File: src/include/psp_pkg.sv
// package: register map, field positions and modes of the parallel slave port buffers
package psp_pkg;
  // register byte offsets on the bus
  localparam logic [7:0] OFS_PIN_ENABLE   = 8'h00;
  localparam logic [7:0] OFS_STATUS       = 8'h04;
  localparam logic [7:0] OFS_PAD_CFG      = 8'h08;
  localparam logic [7:0] OFS_OUT_WORD_ONE = 8'h0c;
  localparam logic [7:0] OFS_OUT_WORD_TWO = 8'h10;
  localparam logic [7:0] OFS_IN_WORD_ONE  = 8'h14;
  localparam logic [7:0] OFS_IN_WORD_TWO  = 8'h18;
  localparam logic [7:0] OFS_MODE         = 8'h1c;
  localparam logic [7:0] OFS_IRQ_COUNT    = 8'h20;

  // status field positions
  localparam int ST_IN_ALL_FULL   = 15;
  localparam int ST_IN_OVERFLOW   = 14;
  localparam int ST_IN_SLOT_LO    = 8;
  localparam int ST_OUT_ALL_EMPTY = 7;
  localparam int ST_OUT_UNDERFLOW = 6;
  localparam int ST_OUT_SLOT_LO   = 0;

  // mode register fields
  localparam int MD_IRQ_LO  = 13;
  localparam int MD_MODE_LO = 8;

  localparam logic [1:0] PORT_MODE_LEGACY = 2'h0;
  localparam logic [1:0] PORT_MODE_ADDR   = 2'h1;
  localparam logic [1:0] IRQ_MODE_LAST    = 2'h3;
  localparam logic [1:0] SLOT_LAST        = 2'h3;

  localparam logic [15:0] PIN_ENABLE_RST  = 16'h0000;
  localparam logic [3:0]  SLOT_EMPTY_RST  = 4'hf;
  localparam logic [1:0]  PAD_CFG_MASK    = 2'h3;

  localparam int NUM_SLOTS = 4;
  localparam int PAD_LINES = 16;
endpackage

File: src/include/psp_strobe_if.sv
// interface: synchronised strobe events from the pin front end to the buffer core
`timescale 1ns/1ps
interface psp_strobe_if;
  logic       rd_evt;
  logic       wr_evt;
  logic [1:0] slot;
  logic [7:0] wdata;
  logic       rd_active;
  modport front (output rd_evt, output wr_evt, output slot, output wdata, output rd_active);
  modport core  (input rd_evt, input wr_evt, input slot, input wdata, input rd_active);
endinterface

File: src/design/psp_buffers.sv
// module: parallel slave port byte buffers, status flags and pad enables
// What this block does
// - pad-enable bits 15..14 hand the two top address pads to the port, else they are I/O.
// - each pad-enable bit 13..2 hands its address pad to the port, else it is I/O.
// - pad-enable bits 1..0 hand address pads 1 and 0 to the port, else they are I/O.
// - the input-all-full flag is 1 only while all four input buffers hold data.
// - a master write to a full input buffer sets a sticky overflow cleared by writing 0.
// - an input slot-full flag sets on master write and clears when software reads it.
// - the output-all-empty flag is 1 when all output buffers are empty, 1 at reset.
// - a master read from an empty output buffer sets a sticky underflow cleared by 0.
// - an output slot-empty flag is 1 at reset, clears on software write, sets on take.
// - in addressable mode the two low address lines pick buffer 0 to 3.
// - status bits 13, 12, 5 and 4 read zero and ignore writes.
// - port mode 01 selects the addressable slave mode using the two low address lines.
// - irq mode 11 raises an event on buffer 3 access, or address 11 in addressable mode.
`timescale 1ns/1ps
module psp_buffers
  import psp_pkg::*;
(
  input  wire logic                 hclk,
  input  wire logic                 hresetn,
  input  wire logic                 hsel,
  input  wire logic [31:0]          haddr,
  input  wire logic [1:0]           htrans,
  input  wire logic                 hwrite,
  input  wire logic [2:0]           hsize,
  input  wire logic [31:0]          hwdata,
  input  wire logic                 hready,
  output logic [31:0]               hrdata,
  output logic                      hreadyout,
  output logic                      hresp,
  input  wire logic                 chip_select_one,
  input  wire logic                 read_strobe_pin,
  input  wire logic                 write_strobe_pin,
  input  wire logic [1:0]           port_address_lines,
  input  wire logic [7:0]           port_data_lines_in,
  output logic [7:0]                port_data_lines_out,
  output logic                      port_data_lines_oe,
  output logic [PAD_LINES-1:0]      pad_assign_bits,
  output logic                      input_threshold_select,
  output logic                      buffer_event
);
  import psp_pkg::*;

  typedef struct packed {
    logic                  ph_act;
    logic                  ph_wr;
    logic [7:0]            ph_ofs;
    logic [31:0]           rdata;
    logic [15:0]           pin_en;
    logic [1:0]            pad_cfg;
    logic [1:0]            port_mode;
    logic [1:0]            irq_mode;
    logic [NUM_SLOTS-1:0]  in_full;
    logic [NUM_SLOTS-1:0]  out_empty;
    logic                  in_ovf;
    logic                  out_unf;
    logic [31:0]           in_bytes;
    logic [31:0]           out_bytes;
    logic [7:0]            dout;
    logic                  evt;
    logic [15:0]           evt_cnt;
  } psp_core_s;

  psp_core_s     st_r;
  psp_core_s     st_nxt;
  psp_strobe_if  stb ();
  logic [15:0]   status_word;
  logic          addr_mode;
  logic          take_addr;

  // ---------------------------------------------------------------
  // pin front end
  // ---------------------------------------------------------------
  assign addr_mode = (st_r.port_mode == PORT_MODE_ADDR);

  psp_pin_sync u_sync (
    .hclk               (hclk),
    .hresetn            (hresetn),
    .addr_mode          (addr_mode),
    .chip_select_one    (chip_select_one),
    .read_strobe_pin    (read_strobe_pin),
    .write_strobe_pin   (write_strobe_pin),
    .port_address_lines (port_address_lines),
    .port_data_in       (port_data_lines_in),
    .stb                (stb.front)
  );

  // ---------------------------------------------------------------
  // status word
  // ---------------------------------------------------------------
  always_comb begin
    status_word = '0;
    status_word[ST_IN_ALL_FULL]   = &st_r.in_full;
    status_word[ST_IN_OVERFLOW]   = st_r.in_ovf;
    status_word[ST_IN_SLOT_LO +: NUM_SLOTS] = st_r.in_full;
    status_word[ST_OUT_ALL_EMPTY] = &st_r.out_empty;
    status_word[ST_OUT_UNDERFLOW] = st_r.out_unf;
    status_word[ST_OUT_SLOT_LO +: NUM_SLOTS] = st_r.out_empty;
  end

  // ---------------------------------------------------------------
  // next state
  // ---------------------------------------------------------------
  always_comb begin
    logic [1:0] s;
    logic       wr_now;
    logic       rd_now;
    s         = stb.slot;
    wr_now    = 1'b0;
    rd_now    = 1'b0;
    take_addr = hsel & hready & htrans[1];
    st_nxt    = st_r;
    st_nxt.evt = 1'b0;

    // address phase capture
    if (hready) begin
      st_nxt.ph_act = take_addr;
      st_nxt.ph_wr  = hwrite;
      st_nxt.ph_ofs = haddr[7:0];
    end

    // read data prepared in the address phase, one wait-free data phase
    if (take_addr && !hwrite) begin
      unique case (haddr[7:0])
        OFS_PIN_ENABLE:   st_nxt.rdata = {16'h0000, st_r.pin_en};
        OFS_STATUS:       st_nxt.rdata = {16'h0000, status_word};
        OFS_PAD_CFG:      st_nxt.rdata = {30'h0, st_r.pad_cfg};
        OFS_OUT_WORD_ONE: st_nxt.rdata = {16'h0000, st_r.out_bytes[15:0]};
        OFS_OUT_WORD_TWO: st_nxt.rdata = {16'h0000, st_r.out_bytes[31:16]};
        OFS_IN_WORD_ONE:  st_nxt.rdata = {16'h0000, st_r.in_bytes[15:0]};
        OFS_IN_WORD_TWO:  st_nxt.rdata = {16'h0000, st_r.in_bytes[31:16]};
        OFS_MODE:         st_nxt.rdata = {16'h0000, 1'b0, st_r.irq_mode, 3'h0,
                                          st_r.port_mode, 8'h00};
        OFS_IRQ_COUNT:    st_nxt.rdata = {16'h0000, st_r.evt_cnt};
        default:          st_nxt.rdata = '0;
      endcase
      // software read of an input word empties its two slots
      if (haddr[7:0] == OFS_IN_WORD_ONE) begin
        st_nxt.in_full[1:0] = 2'b00;
      end
      if (haddr[7:0] == OFS_IN_WORD_TWO) begin
        st_nxt.in_full[3:2] = 2'b00;
      end
    end

    // register writes in the data phase
    if (st_r.ph_act && st_r.ph_wr) begin
      unique case (st_r.ph_ofs)
        OFS_PIN_ENABLE: st_nxt.pin_en = hwdata[15:0];
        OFS_STATUS: begin
          if (!hwdata[ST_IN_OVERFLOW]) begin
            st_nxt.in_ovf = 1'b0;
          end
          if (!hwdata[ST_OUT_UNDERFLOW]) begin
            st_nxt.out_unf = 1'b0;
          end
        end
        OFS_PAD_CFG: st_nxt.pad_cfg = hwdata[1:0] & PAD_CFG_MASK;
        OFS_OUT_WORD_ONE: begin
          st_nxt.out_bytes[15:0]  = hwdata[15:0];
          st_nxt.out_empty[1:0]   = 2'b00;
        end
        OFS_OUT_WORD_TWO: begin
          st_nxt.out_bytes[31:16] = hwdata[15:0];
          st_nxt.out_empty[3:2]   = 2'b00;
        end
        OFS_MODE: begin
          st_nxt.port_mode = hwdata[MD_MODE_LO +: 2];
          st_nxt.irq_mode  = hwdata[MD_IRQ_LO +: 2];
        end
        default: ;
      endcase
    end

    // master side events win over software clears
    if (stb.wr_evt) begin
      wr_now = 1'b1;
      if (st_r.in_full[s]) begin
        st_nxt.in_ovf = 1'b1;
      end else begin
        st_nxt.in_bytes[{s, 3'h0} +: 8] = stb.wdata;
      end
      st_nxt.in_full[s] = 1'b1;
    end
    if (stb.rd_evt) begin
      rd_now = 1'b1;
      st_nxt.dout = st_r.out_bytes[{s, 3'h0} +: 8];
      if (st_r.out_empty[s]) begin
        st_nxt.out_unf = 1'b1;
      end
      st_nxt.out_empty[s] = 1'b1;
    end

    // buffer event in irq mode 11
    if ((wr_now || rd_now) && st_r.irq_mode == IRQ_MODE_LAST && s == SLOT_LAST) begin
      st_nxt.evt     = 1'b1;
      st_nxt.evt_cnt = 16'(st_r.evt_cnt + 16'h0001);
    end
  end

  always_ff @(posedge hclk or negedge hresetn) begin
    if (!hresetn) begin
      st_r           <= '0;
      st_r.pin_en    <= PIN_ENABLE_RST;
      st_r.out_empty <= SLOT_EMPTY_RST;
      st_r.port_mode <= PORT_MODE_LEGACY;
    end else begin
      st_r <= st_nxt;
    end
  end

  // ---------------------------------------------------------------
  // outputs
  // ---------------------------------------------------------------
  assign hrdata                 = st_r.rdata;
  assign hreadyout              = 1'b1;
  assign hresp                  = 1'b0;
  assign port_data_lines_out    = st_r.dout;
  assign port_data_lines_oe     = stb.rd_active;
  assign input_threshold_select = st_r.pad_cfg[0];
  assign buffer_event           = st_r.evt;
  assign pad_assign_bits[15:14] = st_r.pin_en[15:14];
  assign pad_assign_bits[13:2]  = st_r.pin_en[13:2];
  assign pad_assign_bits[1:0]   = st_r.pin_en[1:0];

  logic unused_ok;
  assign unused_ok = &{1'b0, hsize};
endmodule // psp_buffers

File: src/design/psp_pin_sync.sv
// module: pin synchroniser and strobe edge detector for the slave port
`timescale 1ns/1ps
module psp_pin_sync
  import psp_pkg::*;
(
  input  wire logic       hclk,
  input  wire logic       hresetn,
  input  wire logic       addr_mode,
  input  wire logic       chip_select_one,
  input  wire logic       read_strobe_pin,
  input  wire logic       write_strobe_pin,
  input  wire logic [1:0] port_address_lines,
  input  wire logic [7:0] port_data_in,
  psp_strobe_if.front     stb
);
  typedef struct packed {
    logic [12:0] s1;
    logic [12:0] s2;
    logic        rd_q;
    logic        wr_q;
  } psp_sync_s;

  psp_sync_s st_r;
  psp_sync_s st_nxt;
  logic      rd_lvl;
  logic      wr_lvl;

  always_comb begin
    st_nxt    = st_r;
    st_nxt.s1 = {chip_select_one, read_strobe_pin, write_strobe_pin,
                 port_address_lines, port_data_in};
    st_nxt.s2 = st_r.s1;
    rd_lvl    = st_r.s2[12] & st_r.s2[11];
    wr_lvl    = st_r.s2[12] & st_r.s2[10];
    st_nxt.rd_q = rd_lvl;
    st_nxt.wr_q = wr_lvl;
  end

  always_ff @(posedge hclk or negedge hresetn) begin
    if (!hresetn) begin
      st_r <= '0;
    end else begin
      st_r <= st_nxt;
    end
  end

  // master holds select lines stable through the strobe
  assign stb.rd_evt    = rd_lvl & ~st_r.rd_q;
  assign stb.wr_evt    = st_r.wr_q & ~wr_lvl;
  assign stb.slot      = addr_mode ? st_r.s2[9:8] : 2'h0;
  assign stb.wdata     = st_r.s2[7:0];
  assign stb.rd_active = rd_lvl;
endmodule // psp_pin_sync

File: config.mk
export PLATFORM = sky130hd
export DESIGN_NAME = psp_buffers
export DESIGN_NICKNAME = d
export VERILOG_FILES = /design/src/include/psp_pkg.sv /design/src/include/psp_strobe_if.sv /design/src/design/psp_buffers.sv /design/src/design/psp_pin_sync.sv
export SDC_FILE = /design/constraint.sdc
export NUM_CORES = 1
export LEC_CHECK = 0
export BUFFER_PORTS_ARGS = -buffer_cell sky130_fd_sc_hd__buf_2
export CORE_UTILIZATION = 43
export DETAILED_ROUTE_END_ITERATION = 16
export GPL_TIMING_DRIVEN = 0
export PLACE_DENSITY = 0.66
export SLEW_MARGIN = 25
export SYNTH_ARGS = -nofsm -noshare
export SYNTH_HDL_FRONTEND = slang
export SYNTH_HIERARCHICAL = 1
export SYNTH_SLANG_ARGS = --single-unit
File: constraint.sdc
create_clock -name hclk -period 2.5 [get_ports hclk]
set_clock_uncertainty 0.1 [all_clocks]
set_input_delay 0.125 -clock hclk [delete_from_list [all_inputs] [get_ports hclk]]
set_output_delay 0.125 -clock hclk [all_outputs]
set_load 0.02 [all_outputs]
# Yosys cells after proc, flatten, opt, wreduce, memory -nomap -nowiden
# Index checks and enable logic that the tools add are counted.
[op_classes] add_sub_neg=2 magnitude_cmp=2 n_eq_ne=16 shift=3 mux=27 n_bitwise=11 reduce_logical=17
[op_table] operator="one-hot mux 16 bit (9 select lines)" n=1
[op_table] operator="== test 8 x 5 -> 1 bit, second input constant" n=6
[op_table] operator="bitwise mux 32 bit" n=1
[op_table] operator="== test 8 x 4 -> 1 bit, second input constant" n=4
[op_table] operator="variable shift 8 x 7 -> 32 bit, first input constant" n=1
[op_table] operator="variable part select 32 x 6 -> 8 bit" n=1
[op_table] operator="variable part select 8 x 7 -> 32 bit" n=1
[op_table] operator="2-to-1 mux 17 bit" n=1
[op_table] operator="adder 16 x 1 -> 16 bit, second input constant" n=1
[op_table] operator="== test 8 x 3 -> 1 bit, second input constant" n=2
[op_table] operator="zero test 8 bit" n=2
[op_table] operator="2-to-1 mux 2 bit" n=6
[op_table] operator="2-to-1 mux 4 bit" n=3
[op_table] operator="AND reduction 2 bit" n=6
[op_table] operator="2-to-1 mux 1 bit" n=11
[op_table] operator="== test 8 x 6 -> 1 bit, second input constant" n=1
[op_table] operator="OR 4 bit" n=2
[op_table] operator="AND reduction 4 bit" n=2
[op_table] operator="negation 5 -> 7 bit" n=1
[op_table] operator="bitwise AND 1 bit" n=6
[op_table] operator="2-to-1 mux 6 bit" n=1
[op_table] operator="logical AND 1 bit" n=5
[op_table] operator="binary-select mux 1 bit (select 2 bit)" n=2
[op_table] operator="== test 2 bit, second input constant" n=2
[op_table] operator="other kinds (7)" n=9
[word_totals] regBits=191 input_bits=87 word_cells=100

# Depth between registers and ports, before layout
[logic_depth] ltp_word=8 depth_mapped=10

# By module
# Netlist, hierarchy kept.
[by_module_without_submodules] module="psp_buffers" n_inst=1 cells_each=693 area_per_inst_um2=7743.7
[by_module_without_submodules] module="psp_pin_sync" n_inst=1 cells_each=42 area_per_inst_um2=802.0

# Worst setup path after synthesis
# Ideal clock, no wire load.
[synth_timing] kind="register to register" from="register st_r[102] (netlist bit)" to="register st_r[65] (netlist bit)" arrival_ps=2340 required_ps=2317 setup_slack_ps=-22 path_stages_with_launch=9 path_buffers=1 synth_period_minus_slack_ps=2522 cell_sequence="dfrtp_1 > nor2b_1 > and2_1 > clkbuf_1 > inv_1 > ha_1 > nor3b_1 > nand3_1 > o21ai_0"
[synth_via] elab_chain_len=6 elab_cells_between_ends=10 cone_classes="add/sub: 1; eq/ne: 1; shift: 2; mux: 4; bitwise: 1; reduce/logical: 1"
[synth_lines] item="from (decl)" line_no="psp_buffers.sv:65" source="psp_core_s st_r;"
[synth_lines] item="from (signal assigned)" line_no="psp_buffers.sv:209" source="st_r <= st_nxt;"
[synth_lines] item="== test 2 x 1 -> 1 bit (*)" line_no="psp_buffers.sv:75" source="assign addr_mode = (st_r.port_mode == PORT_MODE_ADDR);"
[synth_lines] item="named net addr_mode" line_no="psp_buffers.sv:69" source="logic addr_mode;"
[synth_lines] item="2-to-1 mux 2 bit (*)" line_no="psp_pin_sync.sv:50" source="assign stb.slot = addr_mode ? st_r.s2[9:8] : 2'h0;"
[synth_lines] item="named net stb.slot[1]" line_no="psp_strobe_if.sv:6" source="logic [1:0] slot;"
[synth_lines] item="branches (longest 4 deep; another with negation 5 -> 7 bit)"
# Mark *: on every way through the listed nets, which the timed path passes. The select of a mux whose other input is x is not followed.
# A chain may end at the register's enable or synchronous reset.

# Final worst setup path
[layout_timing] from="register st_r[153] (netlist bit)" to="register st_r, in the netlist pad_assign_bits[7]"
[layout_via] elab_chain_len=2
[layout_lines] item="zero test 8 bit" line_no="psp_buffers.sv:149" source="unique case (st_r.ph_ofs)"
[layout_lines] item="AND reduction 2 bit (no line)"
# Every way passes these cells.

==> metrics.md <==
| Metric | Value |
|---|---|
| Status | `finished, final reports clean` |
| Share of layout cells above drive strength 1 | `0.355` |
| Critical path startpoint category | `flip-flop` |
| RR Endpoint | `pad_assign_bits[7]` |
| Overall via count from detail_route | `6191` |
| Post-DRT Antenna Nets | `0` |
| Critical Path End Type | `flip-flop` |
| Mapped Area | `8550 um2` |
| Final GP Congestion | `0.952` |
| Pins Over Slew Limit | `0` |
| R2R depth | `7` |
| Core box area | `19500 um2` |
| Top_reg_cell synth | `dfrtp_1` |
| Row count | `51` |
| Max transition margin | `0.368` |
| Setup_tns | `0 ns` |
| Power Density | `612 nW/um2` |
| Cts bufs inserted | `17` |
| Area growth syn-to-layout | `23.7%` |
| Yosys cell types | `63` |
| Avg Inst Size Synth | `11.6 um2` |
| Via density | `5.29` |
| Drt drc | `0` |
| Worst Path Arrival | `2.59 ns` |
| Initial antenna violation count | `1` |
| Maximum vdd drop | `0.457 mV` |
| Placed inst area | `9380 um2` |
| Hold WS | `0.161 ns` |
| DP HPWL | `15800 um` |
| Count leader, synth | `dfrtp_1` |
| Max Cap Viol | `0` |
| Die Area | `20400 um2` |
| Clock sinks | `175` |
| Post-Syn Instances | `735` |
| Crit path time final | `2.38 ns` |
| Top post-synthesis cells by count | `dfrtp_1 (171), buf_4 (66), mux2_2 (62), o21ai_0 (58), nand3_1 (48)` |
| Post-synth EDFFs | `0` |
| Synth warnings | `6` |
| Largest net degree at the start of global routing | `92` |
| Synth Register Bits | `175` |
| Layout Nets | `988` |
| Hold/Removal Path Class | `primary input to async pin` |
| I/O Pins | `148` |
| DRT Pass-1 Iters | `5` |
| Reg2Reg Setup Slack | `0.12 ns` |
| Number of diodes | `0` |
| Final setup violation count | `0` |
| Worst-Skew Late Latency | `0.43 ns` |
| Die Span X | `143 um` |
| Total Power | `6.47 mW` |
| Layout fillers | `1696` |
| DR WL/cell | `19.0 um` |
| Total gr overflow | `0` |
| Pleak | `4.89 nW` |
| WP data required | `2.71 ns` |
| Post-synth top area share | `0.501` |
| Final hold vios | `0` |
| CTS max path bufs | `2` |
| Top cells by area, synth | `dfrtp_1 (50%), mux2_2 (8.2%), buf_4 (5.8%)` |
| Setup Crit Path Kind | `flip-flop to flip-flop` |
| Number of global-route vias before repair | `5948` |
| Die Y-Extent | `143 um` |
| Worst Path Max Fanout | `10` |
| Multi-input gate area in the final layout | `3520 um2` |
| Clock transition at the registers of the reported paths | `0.07 ns` |
| Post-synth ARST share | `1.00` |
| Post-placement setup slack | `-0.937 ns` |
| Final period utilization | `0.952` |
| Total track usage | `0.229` |
| Post-route worst setup slack | `0.121 ns` |
| Design area | `10600 um2` |
| Initial Utilization | `0.439` |
| FF+latch area | `4380 um2` |
| Tightest Pin Transition | `0.945 ns` |
| H-tree depth | `4` |
| 1st-iter DRT viols | `533` |
| Clock Tree Root | `clkbuf_16` |
| R2R Path Start | `st_r[153]` |
| Synth area leader | `dfrtp_1` |
| Total Wirelength | `22300 um` |
| Sequential area share after synthesis | `0.513` |
| TritonCTS clock tree | `yes` |
| F_max | `420 MHz` |
| IO Port Bufs | `78` |
| First-pass GRT wire length | `34400 um` |
-- logic make-up (layout without fill, tap and decap cells) --
logic type | count (synthesis) | count (layout) | share of synthesized area
and+or+nand+nor | 173 | 173 | 0.118
AOI/OAI and AO/OA | 103 | 103 | 0.0734
other | 2 | 18 | 0.000879
DFF | 175 | 175 | 0.513
muxes | 115 | 115 | 0.170
adders and majority gates | 9 | 9 | 0.0132
xor gates and xnor gates | 15 | 15 | 0.0154
buffers and inverters | 143 | 297 | 0.0960
-- worst max-delay path by stage --
stage | start | to | depth (start not counted)
2_1_floorplan | st_r[102] | st_r[82] | 8
3_3_place_gp | hresetn | u_sync/st_nxt[12] | 1
3_5_place_dp | st_r[101] | st_r[83] | 8
4_1_cts | st_r[153] | st_r[55] | 5
5_1_grt | st_r[101] | st_r[72] | 9
6_report | st_r[153] | pad_assign_bits[7] | 7
-- sequential cells by signal, summed over array words and instances, names as in the netlist --
name,cells
u_sync/st_r,7
st_r,105
port_data_lines_out,8
u_sync/st_nxt,13
u_sync/stb.wdata,8
buffer_event,1
hrdata,16
pad_assign_bits,16
input_threshold_select,1
-- layer usage --
layer | vias up | wire, um | global-route usage
met5 | - | 0 | 0
met4 | 0 | 821 | 0.101
met3 | 46 | 1280 | 0.0423
met2 | 248 | 10400 | 0.358
met1 | 3059 | 9750 | 0.312
li1 | 2838 | - | -
-- report_power, final --
part	switching, mW	leakage, nW	internal (mW)
logic	0.357	2.34	0.313
clock network	1.13	0.283	1.58
registers	0.115	2.27	2.98
total	1.60	4.89	4.87
-- metrics by stage --
| stage | utilization | instances |
|---|---|---|
| finish | 0.543 | 1170 |
| global route | 0.543 | 1170 |
| CTS | 0.538 | 1164 |
| detailed placement | 0.482 | 1095 |
| global placement | 0.480 | 1094 |
| floorplan | - | 751 |
-- placed cells by master (no fill, tap or decap), drive strengths merged, types with 10 or more instances in the layout --
master,synthesis,layout
nand2,33,33
nor3,11,11
buf,80,169
nand3,49,49
o21ai,60,60
dfrtp,171,171
dlygate4sd3,0,34
mux2i,29,29
mux4,14,14
clkbuf,25,43
xnor2,12,12
nand4,10,10
conb,2,18
and2,10,10
mux2,72,72
nor2,14,14
inv,38,37
-- cell type report --
class | instances | area share
inverter | 38 | 0.0138
clock buffer | 19 | 0.0409
clock inverter | 13 | 0.0157
sequential | 175 | 0.415
buffer | 100 | 0.0652
timing repair buffer | 127 | 0.0850
tap | 265 | 0.0314
multi-input combinational | 433 | 0.333
-- repair_timing --
item,CTS,global route
gates resized for setup,23,16
buffers inserted,8,6
hold buffers,34,0
pin swaps,3,2
hold endpoints to repair,151,0
setup endpoints to repair,73,47
-- critical path: stages (launching register included) --
cell and delay (ns):
dfrtp_1 0.38, or4_4 0.55, nor3_4 0.25, nand2b_4 0.13, nor3_4 0.23, buf_12 0.15, buf_12 0.16, mux2_4 0.31
(Power assumes the default switching activity.)
